$ cat src/verilog/lock_delay_consts.vh
/*
  Register map, field positions and reset values of the lock detect and
  delay control block. Assumes a 32-bit AXI4-Lite bus with byte offsets.
*/
`ifndef LOCK_DELAY_CONSTS_VH
`define LOCK_DELAY_CONSTS_VH

// ----------------------------------------------------------------------
// register byte offsets
// ----------------------------------------------------------------------
`define OFS_CTRL       8'h00
`define OFS_DIVIDE     8'h04
`define OFS_FBN        8'h08
`define OFS_CALN       8'h0c
`define OFS_WINDOWS    8'h10
`define OFS_LOOP1_CNT  8'h14
`define OFS_LOOP2_CNT  8'h18
`define OFS_HOLD_CNT   8'h1c
`define OFS_DELAY      8'h20
`define OFS_STATUS     8'h24
`define OFS_IRQ_STAT   8'h28
`define OFS_IRQ_MASK   8'h2c

// ----------------------------------------------------------------------
// field positions
// ----------------------------------------------------------------------
`define CTRL_EXT_VCO   0
`define CTRL_PREDIV    1
`define CTRL_CAL       2
`define CTRL_HOLD_GO   3
`define CTRL_REALIGN   4
`define CTRL_SEL_LO    5
`define CTRL_SEL_HI    7
`define DIV_P_LO       0
`define DIV_P_HI       3
`define DIV_PD_LO      4
`define DIV_PD_HI      7
`define WIN1_LO        0
`define WIN1_HI        7
`define WIN2_LO        8
`define WIN2_HI        15
`define DLY_CNT_LO     0
`define DLY_CNT_HI     9
`define DLY_HS         16
`define IRQ_LOCK1      0
`define IRQ_LOCK2      1
`define IRQ_HOLD_EXIT  2
`define IRQ_REALIGN    3

// ----------------------------------------------------------------------
// limits and reset values
// ----------------------------------------------------------------------
`define P_MIN          4'h2
`define P_MAX          4'h8
`define PD_MIN         4'h2
`define N_MIN          19'h00001
`define N_MAX          19'h403e7
`define RST_P          4'h2
`define RST_PD         4'h2
`define RST_N          19'h00001
`define RST_WIN        8'h04
`define RST_LCNT       16'h0400
`define RESP_OKAY      2'h0
`define RESP_SLVERR    2'h2

`endif

$ cat src/verilog/lock_delay_ctl.v
/*
  Feedback divide chain, three windowed digital lock detectors and the
  dynamic digital delay sequencer, with an AXI4-Lite register slave.
  Assumes edge and tick inputs arrive as asynchronous pin levels that are
  much slower than CLOCK_I; all register access goes through AXI4-Lite.
*/
`include "lock_delay_consts.vh"

// ----------------------------------------------------------------------
// three-stage input synchroniser
// ----------------------------------------------------------------------
module pin_sync #(parameter W = 1) (
  input  wire         clk,
  input  wire         rst,
  input  wire [W-1:0] pin,
  output reg  [W-1:0] rise
);
  reg [W-1:0] s1_q, s2_q, s3_q, lvl_q;
  always @(posedge clk or posedge rst) begin
    if (rst) begin
      s1_q  <= {W{1'b0}};
      s2_q  <= {W{1'b0}};
      s3_q  <= {W{1'b0}};
      lvl_q <= {W{1'b0}};
      rise  <= {W{1'b0}};
    end else begin
      s1_q  <= pin;
      s2_q  <= s1_q;
      s3_q  <= s2_q;
      // a change counts only once stages two and three agree
      lvl_q <= ~(s2_q ^ s3_q) & s2_q | (s2_q ^ s3_q) & lvl_q;
      rise  <= ~(s2_q ^ s3_q) & s2_q & ~lvl_q;
    end
  end
endmodule // pin_sync

// ----------------------------------------------------------------------
// windowed lock detector
// ----------------------------------------------------------------------
module lock_window #(parameter WW = 8, parameter CW = 16) (
  input  wire          clk,
  input  wire          rst,
  input  wire          ref_ev,
  input  wire          fb_ev,
  input  wire [WW-1:0] window,
  input  wire [CW-1:0] lock_count,
  output wire          locked,
  output wire          event_o
);
  reg          armed_q;
  reg          armed_ref_q;
  reg [WW:0]   timer_q;
  reg [CW-1:0] cnt_q;
  reg          good;
  reg          bad;

  always @* begin
    good = 1'b0;
    bad  = 1'b0;
    if (!armed_q) begin
      good = ref_ev & fb_ev;
    end else if ((armed_ref_q ? fb_ev : ref_ev) && timer_q <= {1'b0, window}) begin
      good = 1'b1;
    end else if (timer_q > {1'b0, window} || (armed_ref_q ? ref_ev : fb_ev)) begin
      bad = 1'b1;
    end
  end

  always @(posedge clk or posedge rst) begin
    if (rst) begin
      armed_q     <= 1'b0;
      armed_ref_q <= 1'b0;
      timer_q     <= {(WW+1){1'b0}};
      cnt_q       <= {CW{1'b0}};
    end else begin
      if (good || bad) begin
        armed_q <= 1'b0;
      end else if (!armed_q && (ref_ev || fb_ev)) begin
        armed_q     <= 1'b1;
        armed_ref_q <= ref_ev;
        timer_q     <= {(WW+1){1'b0}};
      end else if (armed_q) begin
        timer_q <= timer_q + 1'b1;
      end
      if (bad) begin
        cnt_q <= {CW{1'b0}};
      end else if (good && cnt_q < lock_count) begin
        cnt_q <= cnt_q + 1'b1;
      end
    end
  end

  // saturated counter holds the indication until a miss clears it
  assign locked  = (cnt_q >= lock_count);
  assign event_o = good && (cnt_q + 1'b1 == lock_count);
endmodule // lock_window

// ----------------------------------------------------------------------
// top: divider, lock detect, delay and registers
// ----------------------------------------------------------------------
// Notes on behaviour
// - prescaler divides by any value two to eight
// - N counter divides by one to 263143
// - total feedback divide is prescaler times N
// - calibration uses prescaler, calibration N, predivider
// - external VCO ignores calibration N value
// - count in-window cycles, event at lock count
// - out-of-window cycle clears the counter
// - each loop asserts lock from its window/count
// - holdover exit uses loop1 window, own count
// - realign restarts outputs without stopping them
// - delay step is two distribution ticks
// - effective delay is count minus half step
// - feedback select picks the qualifying output
// - repeated realign shifts the same phase again
module lock_delay_ctl #(
  parameter NQ  = 8,
  parameter CW  = 16,
  parameter DW  = 10
) (
  input  wire          CLOCK_I,
  input  wire          RST_I,
  input  wire          REF1_EDGE_I,
  input  wire          FB1_EDGE_I,
  input  wire          REF2_EDGE_I,
  input  wire          DIST_TICK_I,
  input  wire [NQ-1:0] QUAL_EDGE_I,
  input  wire [7:0]    S_AXI_AWADDR_I,
  input  wire          S_AXI_AWVALID_I,
  output wire          S_AXI_AWREADY_O,
  input  wire [31:0]   S_AXI_WDATA_I,
  input  wire [3:0]    S_AXI_WSTRB_I,
  input  wire          S_AXI_WVALID_I,
  output wire          S_AXI_WREADY_O,
  output reg  [1:0]    S_AXI_BRESP_O,
  output reg           S_AXI_BVALID_O,
  input  wire          S_AXI_BREADY_I,
  input  wire [7:0]    S_AXI_ARADDR_I,
  input  wire          S_AXI_ARVALID_I,
  output wire          S_AXI_ARREADY_O,
  output reg  [31:0]   S_AXI_RDATA_O,
  output reg  [1:0]    S_AXI_RRESP_O,
  output reg           S_AXI_RVALID_O,
  input  wire          S_AXI_RREADY_I,
  output reg           FB_DIV_O,
  output reg           REALIGN_O,
  output reg           LOCK1_O,
  output reg           LOCK2_O,
  output reg           HOLDOVER_O,
  output wire          IRQ_O
);
  localparam ST_IDLE = 2'h0;
  localparam ST_QUAL = 2'h1;
  localparam ST_CNT  = 2'h2;

  // configuration
  reg          ext_vco_q, prediv_sel_q, cal_q;
  reg [2:0]    sel_q;
  reg [3:0]    p_q, pd_q;
  reg [18:0]   n_q, caln_q;
  reg [7:0]    win1_q, win2_q;
  reg [CW-1:0] l1cnt_q, l2cnt_q, hcnt_q;
  reg [DW-1:0] dly_q;
  reg          hs_q;
  reg [3:0]    irq_stat_q, irq_mask_q;

  // ----------------------------------------------------------------------
  // pin synchronisers
  // ----------------------------------------------------------------------
  wire [NQ+3:0] rise;
  pin_sync #(.W(NQ+4)) u_sync (
    .clk  (CLOCK_I),
    .rst  (RST_I),
    .pin  ({QUAL_EDGE_I, DIST_TICK_I, REF2_EDGE_I, FB1_EDGE_I, REF1_EDGE_I}),
    .rise (rise)
  );
  wire ref1_ev = rise[0];
  wire fb1_ev  = rise[1];
  wire ref2_ev = rise[2];
  wire tick    = rise[3];
  wire qual_ev = rise[4 + sel_q];

  // ----------------------------------------------------------------------
  // feedback divide chain
  // ----------------------------------------------------------------------
  // out-of-range settings are clamped, so a bad write cannot stall the loop
  wire [3:0]  p_eff  = (p_q < `P_MIN) ? `P_MIN : (p_q > `P_MAX) ? `P_MAX : p_q;
  wire [3:0]  pd_eff = (pd_q < `PD_MIN) ? `PD_MIN : pd_q;
  wire        cal_on = cal_q & ~ext_vco_q;
  wire [18:0] n_sel  = cal_on ? caln_q : n_q;
  wire [18:0] n_eff  = (n_sel < `N_MIN) ? `N_MIN : (n_sel > `N_MAX) ? `N_MAX : n_sel;
  reg  [3:0]  pd_cnt_q, p_cnt_q;
  reg  [18:0] n_cnt_q;
  wire        use_pd = cal_on & prediv_sel_q;
  // >= so a smaller divide written mid-count wraps at once, not after a full roll-over
  wire        pd_out = tick && (pd_cnt_q >= pd_eff - 4'h1);
  wire        p_in   = use_pd ? pd_out : tick;
  wire        p_out  = p_in && (p_cnt_q >= p_eff - 4'h1);
  wire        n_out  = p_out && (n_cnt_q >= n_eff - 19'h1);

  always @(posedge CLOCK_I or posedge RST_I) begin
    if (RST_I) begin
      pd_cnt_q <= 4'h0;
      p_cnt_q  <= 4'h0;
      n_cnt_q  <= 19'h0;
      FB_DIV_O <= 1'b0;
    end else begin
      if (tick) begin
        pd_cnt_q <= pd_out ? 4'h0 : pd_cnt_q + 4'h1;
      end
      if (p_in) begin
        p_cnt_q <= p_out ? 4'h0 : p_cnt_q + 4'h1;
      end
      if (p_out) begin
        n_cnt_q <= n_out ? 19'h0 : n_cnt_q + 19'h1;
      end
      FB_DIV_O <= n_out;
    end
  end

  // ----------------------------------------------------------------------
  // lock detectors
  // ----------------------------------------------------------------------
  wire lock1, lock2, ev1, ev2, ev_hold;
  lock_window #(.WW(8), .CW(CW)) u_ld1 (
    .clk (CLOCK_I), .rst (RST_I), .ref_ev (ref1_ev), .fb_ev (fb1_ev),
    .window (win1_q), .lock_count (l1cnt_q), .locked (lock1), .event_o (ev1)
  );
  lock_window #(.WW(8), .CW(CW)) u_ld2 (
    .clk (CLOCK_I), .rst (RST_I), .ref_ev (ref2_ev), .fb_ev (FB_DIV_O),
    .window (win2_q), .lock_count (l2cnt_q), .locked (lock2), .event_o (ev2)
  );
  lock_window #(.WW(8), .CW(CW)) u_ldh (
    .clk (CLOCK_I), .rst (RST_I), .ref_ev (ref1_ev), .fb_ev (fb1_ev),
    .window (win1_q), .lock_count (hcnt_q), .locked (), .event_o (ev_hold)
  );

  // ----------------------------------------------------------------------
  // dynamic digital delay
  // ----------------------------------------------------------------------
  // delay counted in distribution ticks, each one half step
  wire [DW:0] eff_half = {dly_q, 1'b0} - {{DW{1'b0}}, hs_q};
  reg  [1:0]  st_q;
  reg  [DW:0] dcnt_q;
  reg         realign_req;
  reg         realign_done;

  always @(posedge CLOCK_I or posedge RST_I) begin
    if (RST_I) begin
      st_q      <= ST_IDLE;
      dcnt_q    <= {(DW+1){1'b0}};
      REALIGN_O <= 1'b0;
    end else begin
      REALIGN_O <= 1'b0;
      case (st_q)
        ST_IDLE: begin
          if (realign_req) begin
            st_q <= ST_QUAL;
          end
        end
        ST_QUAL: begin
          if (qual_ev) begin
            dcnt_q <= {(DW+1){1'b0}};
            st_q   <= ST_CNT;
          end
        end
        ST_CNT: begin
          if (dcnt_q >= eff_half) begin
            REALIGN_O <= 1'b1;
            st_q      <= ST_IDLE;
          end else if (tick) begin
            dcnt_q <= dcnt_q + 1'b1;
          end
        end
        default: begin
          st_q <= ST_IDLE;
        end
      endcase
    end
  end
  always @* realign_done = (st_q == ST_CNT) && (dcnt_q >= eff_half);

  // ----------------------------------------------------------------------
  // register words
  // ----------------------------------------------------------------------
  wire [31:0] w_ctrl  = {24'h0, sel_q, 2'h0, cal_q, prediv_sel_q, ext_vco_q};
  wire [31:0] w_div   = {24'h0, pd_q, p_q};
  wire [31:0] w_n     = {13'h0, n_q};
  wire [31:0] w_caln  = {13'h0, caln_q};
  wire [31:0] w_win   = {16'h0, win2_q, win1_q};
  wire [31:0] w_l1    = {{(32-CW){1'b0}}, l1cnt_q};
  wire [31:0] w_l2    = {{(32-CW){1'b0}}, l2cnt_q};
  wire [31:0] w_hc    = {{(32-CW){1'b0}}, hcnt_q};
  wire [31:0] w_dly   = {15'h0, hs_q, {(16-DW){1'b0}}, dly_q};
  wire [31:0] w_stat  = {28'h0, (st_q != ST_IDLE), HOLDOVER_O, LOCK2_O, LOCK1_O};
  wire [31:0] w_irq   = {28'h0, irq_stat_q};
  wire [31:0] w_mask  = {28'h0, irq_mask_q};

  assign IRQ_O = |(irq_stat_q & irq_mask_q);

  // ----------------------------------------------------------------------
  // AXI4-Lite slave
  // ----------------------------------------------------------------------
  reg        aw_have_q, w_have_q;
  reg [7:0]  awaddr_q;
  reg [31:0] wdata_q;
  reg [3:0]  wstrb_q;
  reg [31:0] cur;
  reg [31:0] rd;
  reg        wr_hit, rd_hit;

  assign S_AXI_AWREADY_O = ~aw_have_q & ~S_AXI_BVALID_O;
  assign S_AXI_WREADY_O  = ~w_have_q & ~S_AXI_BVALID_O;
  assign S_AXI_ARREADY_O = ~S_AXI_RVALID_O;
  wire   do_wr = aw_have_q & w_have_q & ~S_AXI_BVALID_O;

  always @* begin
    wr_hit = 1'b1;
    if (awaddr_q == `OFS_CTRL) cur = w_ctrl;
    else if (awaddr_q == `OFS_DIVIDE) cur = w_div;
    else if (awaddr_q == `OFS_FBN) cur = w_n;
    else if (awaddr_q == `OFS_CALN) cur = w_caln;
    else if (awaddr_q == `OFS_WINDOWS) cur = w_win;
    else if (awaddr_q == `OFS_LOOP1_CNT) cur = w_l1;
    else if (awaddr_q == `OFS_LOOP2_CNT) cur = w_l2;
    else if (awaddr_q == `OFS_HOLD_CNT) cur = w_hc;
    else if (awaddr_q == `OFS_DELAY) cur = w_dly;
    else if (awaddr_q == `OFS_STATUS) cur = w_stat;
    else if (awaddr_q == `OFS_IRQ_STAT) cur = 32'h0;
    else if (awaddr_q == `OFS_IRQ_MASK) cur = w_mask;
    else begin
      cur    = 32'h0;
      wr_hit = 1'b0;
    end
  end

  always @* begin
    rd_hit = 1'b1;
    if (S_AXI_ARADDR_I == `OFS_CTRL) rd = w_ctrl;
    else if (S_AXI_ARADDR_I == `OFS_DIVIDE) rd = w_div;
    else if (S_AXI_ARADDR_I == `OFS_FBN) rd = w_n;
    else if (S_AXI_ARADDR_I == `OFS_CALN) rd = w_caln;
    else if (S_AXI_ARADDR_I == `OFS_WINDOWS) rd = w_win;
    else if (S_AXI_ARADDR_I == `OFS_LOOP1_CNT) rd = w_l1;
    else if (S_AXI_ARADDR_I == `OFS_LOOP2_CNT) rd = w_l2;
    else if (S_AXI_ARADDR_I == `OFS_HOLD_CNT) rd = w_hc;
    else if (S_AXI_ARADDR_I == `OFS_DELAY) rd = w_dly;
    else if (S_AXI_ARADDR_I == `OFS_STATUS) rd = w_stat;
    else if (S_AXI_ARADDR_I == `OFS_IRQ_STAT) rd = w_irq;
    else if (S_AXI_ARADDR_I == `OFS_IRQ_MASK) rd = w_mask;
    else begin
      rd     = 32'h0;
      rd_hit = 1'b0;
    end
  end

  // byte lanes not strobed keep their current contents
  wire [31:0] strb_m = {{8{wstrb_q[3]}}, {8{wstrb_q[2]}}, {8{wstrb_q[1]}}, {8{wstrb_q[0]}}};
  wire [31:0] nw     = (wdata_q & strb_m) | (cur & ~strb_m);
  wire        wr_of_ctrl = do_wr && (awaddr_q == `OFS_CTRL);
  wire [3:0]  irq_clr = (do_wr && awaddr_q == `OFS_IRQ_STAT) ? wdata_q[3:0] & strb_m[3:0] : 4'h0;
  wire [3:0]  irq_set = {realign_done, ev_hold & HOLDOVER_O, ev2, ev1};

  always @(posedge CLOCK_I or posedge RST_I) begin
    if (RST_I) begin
      aw_have_q      <= 1'b0;
      w_have_q       <= 1'b0;
      awaddr_q       <= 8'h00;
      wdata_q        <= 32'h0;
      wstrb_q        <= 4'h0;
      S_AXI_BVALID_O <= 1'b0;
      S_AXI_BRESP_O  <= `RESP_OKAY;
      S_AXI_RVALID_O <= 1'b0;
      S_AXI_RRESP_O  <= `RESP_OKAY;
      S_AXI_RDATA_O  <= 32'h0;
      ext_vco_q <= 1'b0; prediv_sel_q <= 1'b0; cal_q <= 1'b0; sel_q <= 3'h0;
      p_q <= `RST_P; pd_q <= `RST_PD; n_q <= `RST_N; caln_q <= `RST_N;
      win1_q <= `RST_WIN; win2_q <= `RST_WIN;
      l1cnt_q <= `RST_LCNT; l2cnt_q <= `RST_LCNT; hcnt_q <= `RST_LCNT;
      dly_q <= {DW{1'b0}}; hs_q <= 1'b0;
      irq_stat_q <= 4'h0; irq_mask_q <= 4'h0;
      realign_req <= 1'b0;
      HOLDOVER_O <= 1'b0; LOCK1_O <= 1'b0; LOCK2_O <= 1'b0;
    end else begin
      if (S_AXI_AWVALID_I && S_AXI_AWREADY_O) begin
        aw_have_q <= 1'b1;
        awaddr_q  <= S_AXI_AWADDR_I;
      end
      if (S_AXI_WVALID_I && S_AXI_WREADY_O) begin
        w_have_q <= 1'b1;
        wdata_q  <= S_AXI_WDATA_I;
        wstrb_q  <= S_AXI_WSTRB_I;
      end
      if (do_wr) begin
        aw_have_q      <= 1'b0;
        w_have_q       <= 1'b0;
        S_AXI_BVALID_O <= 1'b1;
        S_AXI_BRESP_O  <= wr_hit ? `RESP_OKAY : `RESP_SLVERR;
        if (awaddr_q == `OFS_CTRL) begin
          ext_vco_q <= nw[`CTRL_EXT_VCO]; prediv_sel_q <= nw[`CTRL_PREDIV];
          cal_q <= nw[`CTRL_CAL]; sel_q <= nw[`CTRL_SEL_HI:`CTRL_SEL_LO];
        end else if (awaddr_q == `OFS_DIVIDE) begin
          p_q <= nw[`DIV_P_HI:`DIV_P_LO]; pd_q <= nw[`DIV_PD_HI:`DIV_PD_LO];
        end else if (awaddr_q == `OFS_FBN) n_q <= nw[18:0];
        else if (awaddr_q == `OFS_CALN) caln_q <= nw[18:0];
        else if (awaddr_q == `OFS_WINDOWS) begin
          win1_q <= nw[`WIN1_HI:`WIN1_LO]; win2_q <= nw[`WIN2_HI:`WIN2_LO];
        end else if (awaddr_q == `OFS_LOOP1_CNT) l1cnt_q <= nw[CW-1:0];
        else if (awaddr_q == `OFS_LOOP2_CNT) l2cnt_q <= nw[CW-1:0];
        else if (awaddr_q == `OFS_HOLD_CNT) hcnt_q <= nw[CW-1:0];
        else if (awaddr_q == `OFS_DELAY) begin
          dly_q <= nw[`DLY_CNT_HI:`DLY_CNT_LO]; hs_q <= nw[`DLY_HS];
        end else if (awaddr_q == `OFS_IRQ_MASK) irq_mask_q <= nw[3:0];
      end else if (S_AXI_BVALID_O && S_AXI_BREADY_I) begin
        S_AXI_BVALID_O <= 1'b0;
      end
      if (S_AXI_ARVALID_I && S_AXI_ARREADY_O) begin
        S_AXI_RVALID_O <= 1'b1;
        S_AXI_RDATA_O  <= rd;
        S_AXI_RRESP_O  <= rd_hit ? `RESP_OKAY : `RESP_SLVERR;
      end else if (S_AXI_RVALID_O && S_AXI_RREADY_I) begin
        S_AXI_RVALID_O <= 1'b0;
      end
      // self-clearing command bits; a request during a realign waits its turn
      if (wr_of_ctrl && nw[`CTRL_REALIGN]) realign_req <= 1'b1;
      else if (st_q == ST_IDLE) realign_req <= 1'b0;
      if (wr_of_ctrl && nw[`CTRL_HOLD_GO]) HOLDOVER_O <= 1'b1;
      else if (ev_hold) HOLDOVER_O <= 1'b0;
      LOCK1_O <= lock1;
      LOCK2_O <= lock2;
      irq_stat_q <= (irq_stat_q & ~irq_clr) | irq_set;
    end
  end
endmodule // lock_delay_ctl

$ cat config.mk
export PLATFORM = sky130hd
export DESIGN_NAME = lock_delay_ctl
export DESIGN_NICKNAME = d
export VERILOG_FILES = /design/src/verilog/lock_delay_ctl.v
export VERILOG_INCLUDE_DIRS = /design/src /design/src/verilog
export SDC_FILE = /design/constraint.sdc
export NUM_CORES = 1
export LEC_CHECK = 0
export ABC_AREA = 1
export BUFFER_PORTS_ARGS = -buffer_cell sky130_fd_sc_hd__buf_2
export CELL_PAD_IN_SITES_DETAIL_PLACEMENT = 0
export CELL_PAD_IN_SITES_GLOBAL_PLACEMENT = 1
export CORE_MARGIN = 2
export CORE_UTILIZATION = 50
export CTS_CLUSTER_SIZE = 24
export DETAILED_ROUTE_END_ITERATION = 10
export PLACE_DENSITY = 0.84
export RECOVER_POWER = 25
export SETUP_SLACK_MARGIN = 0.05
export SYNTH_ARGS = -nofsm -noshare
export SYNTH_HDL_FRONTEND = slang
export SYNTH_SLANG_ARGS = --single-unit
export TNS_END_PERCENT = 1
$ cat constraint.sdc
create_clock -name CLOCK_I -period 34.6 [get_ports CLOCK_I]
set_input_delay 8.65 -clock CLOCK_I [delete_from_list [all_inputs] [get_ports CLOCK_I]]
set_output_delay 8.65 -clock CLOCK_I [all_outputs]
set_load 0.01 [all_outputs]
==> flow_summary.toml, run 1 <==
[final_layout]
final_common_cell = "nand2_1"
core_util_final = 0.5641
final_cell_mix = "nand2_1 (914), dfrtp_1 (368), inv_1 (324)"
fill_cells = 4345
area.growth.synth_to_final_pct = 10.90
layout.cells.non_filler = 3785
post_route_cells_drive_above_1_share = 0.07535
fin_nets = 3358
antenna_cells_inserted = 0

[clock_network]
clkSlewWorstSetupHoldPaths_ns = 0.06
postCtsResizedCells = 0
cts_num_sinks = 377
total_clock_buffers_created_by_cts = 43
post_cts.repair.setup_buffers = 0
insertion_delay_ns = 0.59
htree_num_levels = 2
clock_path_buffers = 3
clock-root-buffer = "clkbuf_16"
ctsHoldBuffers = 0
tritoncts = "done"

[die]
initial_utilization = 0.5087
floorplan.io_pins = 118
die_area_mm2 = 0.04801
core_area_mm2 = 0.04548
die-width_um = 219.1
chipHeight_um = 219.1
core.rowCount = 78

[drt]
drt.antenna.violating_nets = 0
route.vias.total = 21410
detail_route.iter0.violations = 2129
drc_errors = 0
vias_per_cell = 5.656
drtPass1Iterations = 6
drt-wirelength-per-cell_um = 19.73
finalWirelength_um = 74680

[setup_path]
cp_required_ns = 35.07
critical_path.endpoint_type = "flip-flop"
startpoint_type = "input pin"
worstSetupPathType = "in -> reg"
critical_path.max_fanout = 12
rr_worst_depth = 24
worstPathArrival_ns = 11.44

[job]
maxCapViolations = 0

[synth]
yosysSeqAreaShare = 0.4083
synth.lib_cells_used.distinct = 53
synth_cells = 3062
synth.yosys.warnings = 0
synthFlopType = "dfrtp_1"
edff_count_synth = 0
syn-cell-area_mm2 = 0.02313
postSynthAreaPerCell_um2 = 7.555
postSynth.asyncResetShare = 1.000
synth_seq_cells = 377

[sta]
timing.max_slew.rel_slack = 0.1949
final_hold_viol_count = 0
final.setup.tns_ns = 0
period_minus_ws_final_ns = 10.97
timing.final.setup_violations = 0
timing.final.crit_share = 0.3170
timing_max_transition_violations_final = 0
slew_at_the_pin_closest_to_its_max_slew_limit_ns = 1.208
max_freq_mhz = 91.16
fin_worst_skew_ns = 0.01792
grt_setup_unrepaired = "false"

[grt]
globalRoute.totalOverflow = 0
grt.total_usage = 0.3161
grt_pass1_wl_um = 117300
grt_antenna_before_repair = 1
grt_max_degree = 116
grt_pass1_vias = 20290

[pwr]
power.static_leakage_uw = 0.01286
switching_share = 0.3700
power.ir.vdd_worst_mv = 0.04303
design_power_total_uw = 1457
power.density_mw_per_mm2 = 56.80
cellInternalPower_uw = 918.1
netSwitchingPower_uw = 539.1
clock_power_share = 0.342
combPwrFrac = 0.284
seq_power_share = 0.374

[min_path]
holdCritPathClass = "reg -> reg"
whs_path_depth = 0

[place]
hpwlAfterDp_um = 56240
io_buffer_count = 88
gp_routability_congestion = 0.9593
placed_cells_incl_taps = 3706

[outcome]
run_status = "completed"
## worst max-delay path, stage by stage
cell	delay (ns)
buf_2	0.09
nor2_1	0.17
nand3_1	0.30
nor2_1	0.60
inv_1	0.40
o21ai_0	0.47
o211ai_1	0.29
nor2_1	0.20
nand4_1	0.13
nand2_1	0.08
inv_1	0.04
## logic make-up (layout without fill, tap and decap cells)
kind of cell / after synthesis / in the layout / synth area share
AND/OR/NAND/NOR: 1573 / 1573 / 0.2849
XOR/XNOR: 104 / 104 / 0.04116
buffers and inverters: 407 / 516 / 0.07015
flip-flops: 377 / 377 / 0.4083
other: 2 / 16 / 0.0003246
adder cells (fa/ha/maj): 136 / 136 / 0.07355
AO/OA/AOI/OAI: 427 / 427 / 0.1043
multiplexers: 36 / 36 / 0.01736
## sequential cells by signal, indices dropped and copies added, names as in the netlist, 10 cells and up, named ones only
signal and flops:
hcnt_q 16, u_sync.s1_q 12, u_sync.rise 12, u_ld2.cnt_q 16, u_sync.s2_q 12, dly_q 10, u_ldh.cnt_q 16, u_ld1.cnt_q 16
dcnt_q 11, S_AXI_RDATA_O 19, wdata_q 19, u_sync.s3_q 12, n_q 19, l1cnt_q 16, caln_q 19, l2cnt_q 16
n_cnt_q 19
## power groups by stage
stage	registers (uW)	logic, uW	clock network, uW
after floorplan	529	281	0
after global placement	550	396	0
after detailed placement	551	407	0
after CTS	544	409	506
after global routing	552	460	524
final	546	413	498
## cell usage after synthesis, drive strengths merged, types with 22 or more instances
cell | count | area share
xor2 | 91 | 0.034
nor3 | 48 | 0.011
o22ai | 22 | 0.0059
clkbuf | 44 | 0.0071
ha | 136 | 0.074
nand3 | 203 | 0.045
mux2 | 33 | 0.016
nand4 | 83 | 0.022
a21oi | 136 | 0.029
o21ai | 184 | 0.040
nand2 | 918 | 0.15
inv | 327 | 0.053
buf | 33 | 0.0095
dfrtp | 368 | 0.40
o211ai | 26 | 0.0084
nor2 | 295 | 0.049
## per-layer routing
metal | global-route usage | wire, um
met5 | 0 | 13
met4 | 0.1009 | 2511
met3 | 0.05738 | 5518
met2 | 0.5011 | 33320
met1 | 0.4392 | 33320
## cell type report
type | instances | area, um2 | share of cell area
Clock inverter | 18 | 286.5 | 0.01117
Sequential cell | 377 | 9445 | 0.3682
Tap cell | 600 | 750.7 | 0.02926
Inverter | 330 | 1246 | 0.04857
Multi-Input combinational cell | 2292 | 12110 | 0.4720
Timing Repair Buffer | 107 | 571.8 | 0.02229
Clock buffer | 61 | 1246 | 0.04857
## through the flow
| stage | cell area, um2 | worst slack, ns | hold WS, ns |
|---|---|---|---|
| floorplan | 23190 | 15.49 | 0.3312 |
| global placement | 24140 | 23.29 | 0.3324 |
| detailed placement | 24140 | 23.29 | 0.3357 |
| CTS | 25680 | 23.86 | 0.3500 |
| global route | 25660 | 23.52 | 0.3548 |
| finish | 25660 | 23.63 | 0.3464 |
## path summary, 6_finish.rpt
kind                                                from                            to  slack, ns
max in group asynchronous                          RST_I        n_cnt_q[3]$_DFFE_PP0P_      24.19
worst max register to register         cal_q$_DFFE_PP0P_       n_cnt_q[10]$_DFFE_PP0P_      28.99
min in group asynchronous                          RST_I      u_sync.s2_q[5]$_DFF_PP0_       8.19
worst max-delay path                   S_AXI_ARADDR_I[7]  S_AXI_RDATA_O[7]$_DFFE_PP0P_      23.63
worst min register to register  u_sync.s1_q[0]$_DFF_PP0_      u_sync.s2_q[0]$_DFF_PP0_       0.35
worst min-delay path            u_sync.s1_q[0]$_DFF_PP0_      u_sync.s2_q[0]$_DFF_PP0_       0.35
No activity file was read; power rests on OpenSTA's default activity.
==> run 2, diff against run 1 <==
- CORE_UTILIZATION: 50 -> 46
- PLACE_DENSITY: 0.84 -> 0.78
- clock period: 34.6 -> 10.6 ns (I/O delays scaled with it)
==> run 2 against run 1 <==
The run now ends with max-capacitance violations, max-slew violations left. Power rose to 3.2 times the previous value. Flip-flop and latch count unchanged. Worst setup slack worse by 19 ns. First-iteration DRC count down 9.8%. Clock power rose to 3.2 times the previous value. Sequential share of layout area down 0.066 points. Clock skew up 0.018 ns. Routed wire length up 3.6%. Cell area up 0.18%. Sequential power rose to 3.3 times the previous value. Utilization down 4.9 points. Highest routed layer is now met4.
==> flow_summary.toml, run 2 (synthesis gave the netlist of run 1 again) <==
[outcome]
run_status = "finished, violations left"
failed_checks = "max-capacitance violations, max-slew violations"

[clock_network]
post_cts.repair.setup_buffers = 0
tritoncts = "done"
clock_path_buffers = 3
ctsHoldBuffers = 0
htree_num_levels = 2
clock-root-buffer = "clkbuf_16"
cts_num_sinks = 377
total_clock_buffers_created_by_cts = 45
insertion_delay_ns = 0.61
clkSlewWorstSetupHoldPaths_ns = 0.07
postCtsResizedCells = 0

[drt]
drt-wirelength-per-cell_um = 20.03
top_signal_layer_used = "met4"
drc_errors = 0
detail_route.iter0.violations = 1921
finalWirelength_um = 77340
drt.antenna.violating_nets = 0
drtPass1Iterations = 6
vias_per_cell = 5.573
route.vias.total = 21520
routed_met2_length_um = 35040
routedLengthMet1_um = 34800
routed-wl-met3_um = 5385

[pwr]
power.static_leakage_uw = 0.01283
clock_power_share = 0.334
netSwitchingPower_uw = 1801
cellInternalPower_uw = 2925
power.ir.vdd_worst_mv = 0.1327
seq_power_share = 0.379
switching_share = 0.3812
combPwrFrac = 0.286
power.density_mw_per_mm2 = 183.9

[final_layout]
layout.cells.non_filler = 3862
final_cell_mix = "nand2_1 (914), dfrtp_1 (368), inv_1 (324)"
post_route_cells_drive_above_1_share = 0.07649
final_common_cell = "nand2_1"
antenna_cells_inserted = 0
fin_nets = 3360
finalInstanceArea_mm2 = 0.02570
fill_cells = 4981
area.growth.synth_to_final_pct = 11.10

[place]
placedInstanceArea_mm2 = 0.02424
io_buffer_count = 88
placed_cells_incl_taps = 3778
hpwlAfterDp_um = 58310
gp_routability_congestion = 0.9909

[sta]
final_hold_viol_count = 0
final.setup.tns_ns = 0
timing.max_slew.rel_slack = -0.1923
max_freq_mhz = 178.1
fin_worst_skew_ns = 0.03613
timing.final.crit_share = 0.5297
timing.final.setup_violations = 0
timing.hold.ws_ns = 0.3459
period_minus_ws_final_ns = 5.615
grt_setup_unrepaired = "false"
timing_max_transition_violations_final = 59
slew_at_the_pin_closest_to_its_max_slew_limit_ns = 1.788

[setup_path]
worstSetupPathType = "reg -> reg"
rr_worst_depth = 25
worstPathArrival_ns = 6.06
cp_required_ns = 11.04
critical_path.endpoint_type = "flip-flop"
critical_path.max_fanout = 28
startpoint_type = "flip-flop"

[grt]
grt_pass1_wl_um = 120500
globalRoute.totalOverflow = 0
grt.total_usage = 0.2976
grt_max_degree = 159
grt_antenna_before_repair = 1
grt_pass1_vias = 20380

[die]
die_area_mm2 = 0.05210
core.rowCount = 82
initial_utilization = 0.4640
chipHeight_um = 228.3
floorplan.io_pins = 118
die-width_um = 228.3
core_area_mm2 = 0.04986

[min_path]
holdCritPathClass = "reg -> reg"
whs_path_depth = 0

[job]
maxCapViolations = 2
[run 2: cell type report]
cell class,instances,area (um2),area share
clock buffers,62,1230,0.04785
clock inverters,22,251.5,0.009785
inverters,330,1240,0.04824
multi-input cells,2292,12110,0.4713
flip-flops and latches,377,9445,0.3675
well taps,672,840.8,0.03271
repair buffers,107,580.6,0.02259
[run 2: power by group through the flow]
stage / logic (uW) / clock network [uW] / registers, uW
after floorplan: 919 / 0 / 1730
after global placement: 1310 / 0 / 1810
after detailed placement: 1350 / 0 / 1810
after CTS: 1350 / 1610 / 1790
after global routing: 1520 / 1670 / 1810
final: 1350 / 1580 / 1790
[run 2: path summary, 6_finish.rpt]
path | start | end | slack [ns]
min in group asynchronous | RST_I | u_sync.s1_q[5]$_DFF_PP0_ | 2.44
max in group asynchronous | RST_I | u_ldh.cnt_q[6]$_DFFE_PP0P_ | 5.83
min | u_sync.s1_q[1]$_DFF_PP0_ | u_sync.s2_q[1]$_DFF_PP0_ | 0.35
max reg2reg | ext_vco_q$_DFFE_PP0P_ | n_cnt_q[14]$_DFFE_PP0P_ | 4.98
max | ext_vco_q$_DFFE_PP0P_ | n_cnt_q[14]$_DFFE_PP0P_ | 4.98
min reg2reg | u_sync.s1_q[1]$_DFF_PP0_ | u_sync.s2_q[1]$_DFF_PP0_ | 0.35
[run 2: worst max-delay path, cell delays in order, from the launching register on]
cell and delay (ns):
dfrtp_1 0.44, inv_2 0.26, nand2_2 0.37, nand2_1 0.16, nand2_1 0.13, nor2_1 0.17
nand2_1 0.10, nor2_1 0.13, nand2_1 0.10, nand2_4 0.26, nand2_2 0.13, nor2_4 0.21
ha_1 0.25, inv_1 0.12, nor2_4 0.20, nand2_1 0.15, o22ai_1 0.16, nand2_1 0.09
ha_1 0.32, nand2_1 0.08, nor4_1 0.42, nand4_1 0.18, nand4_1 0.23, nand2_1 0.14
inv_1 0.50, nor2_1 0.11
[run 2: per-stage QoR]
stage,worst slack (ns),power (uW),utilization
2_1_floorplan,2.893,2648,-
3_3_place_gp,5.157,3125,0.4862
3_5_place_dp,5.086,3159,0.4862
4_1_cts,5.005,4753,0.5159
5_1_grt,4.467,5001,0.5155
6_report,4.985,4726,0.5155
[run 2: per-layer routing]
| metal | track usage | vias up |
|---|---|---|
| met3 | 0.05263 | 118 |
| met5 | 0 | - |
| li1 | - | 10250 |
| met1 | 0.4166 | 10390 |
| met4 | 0.08395 | 0 |
| met2 | 0.4746 | 759 |
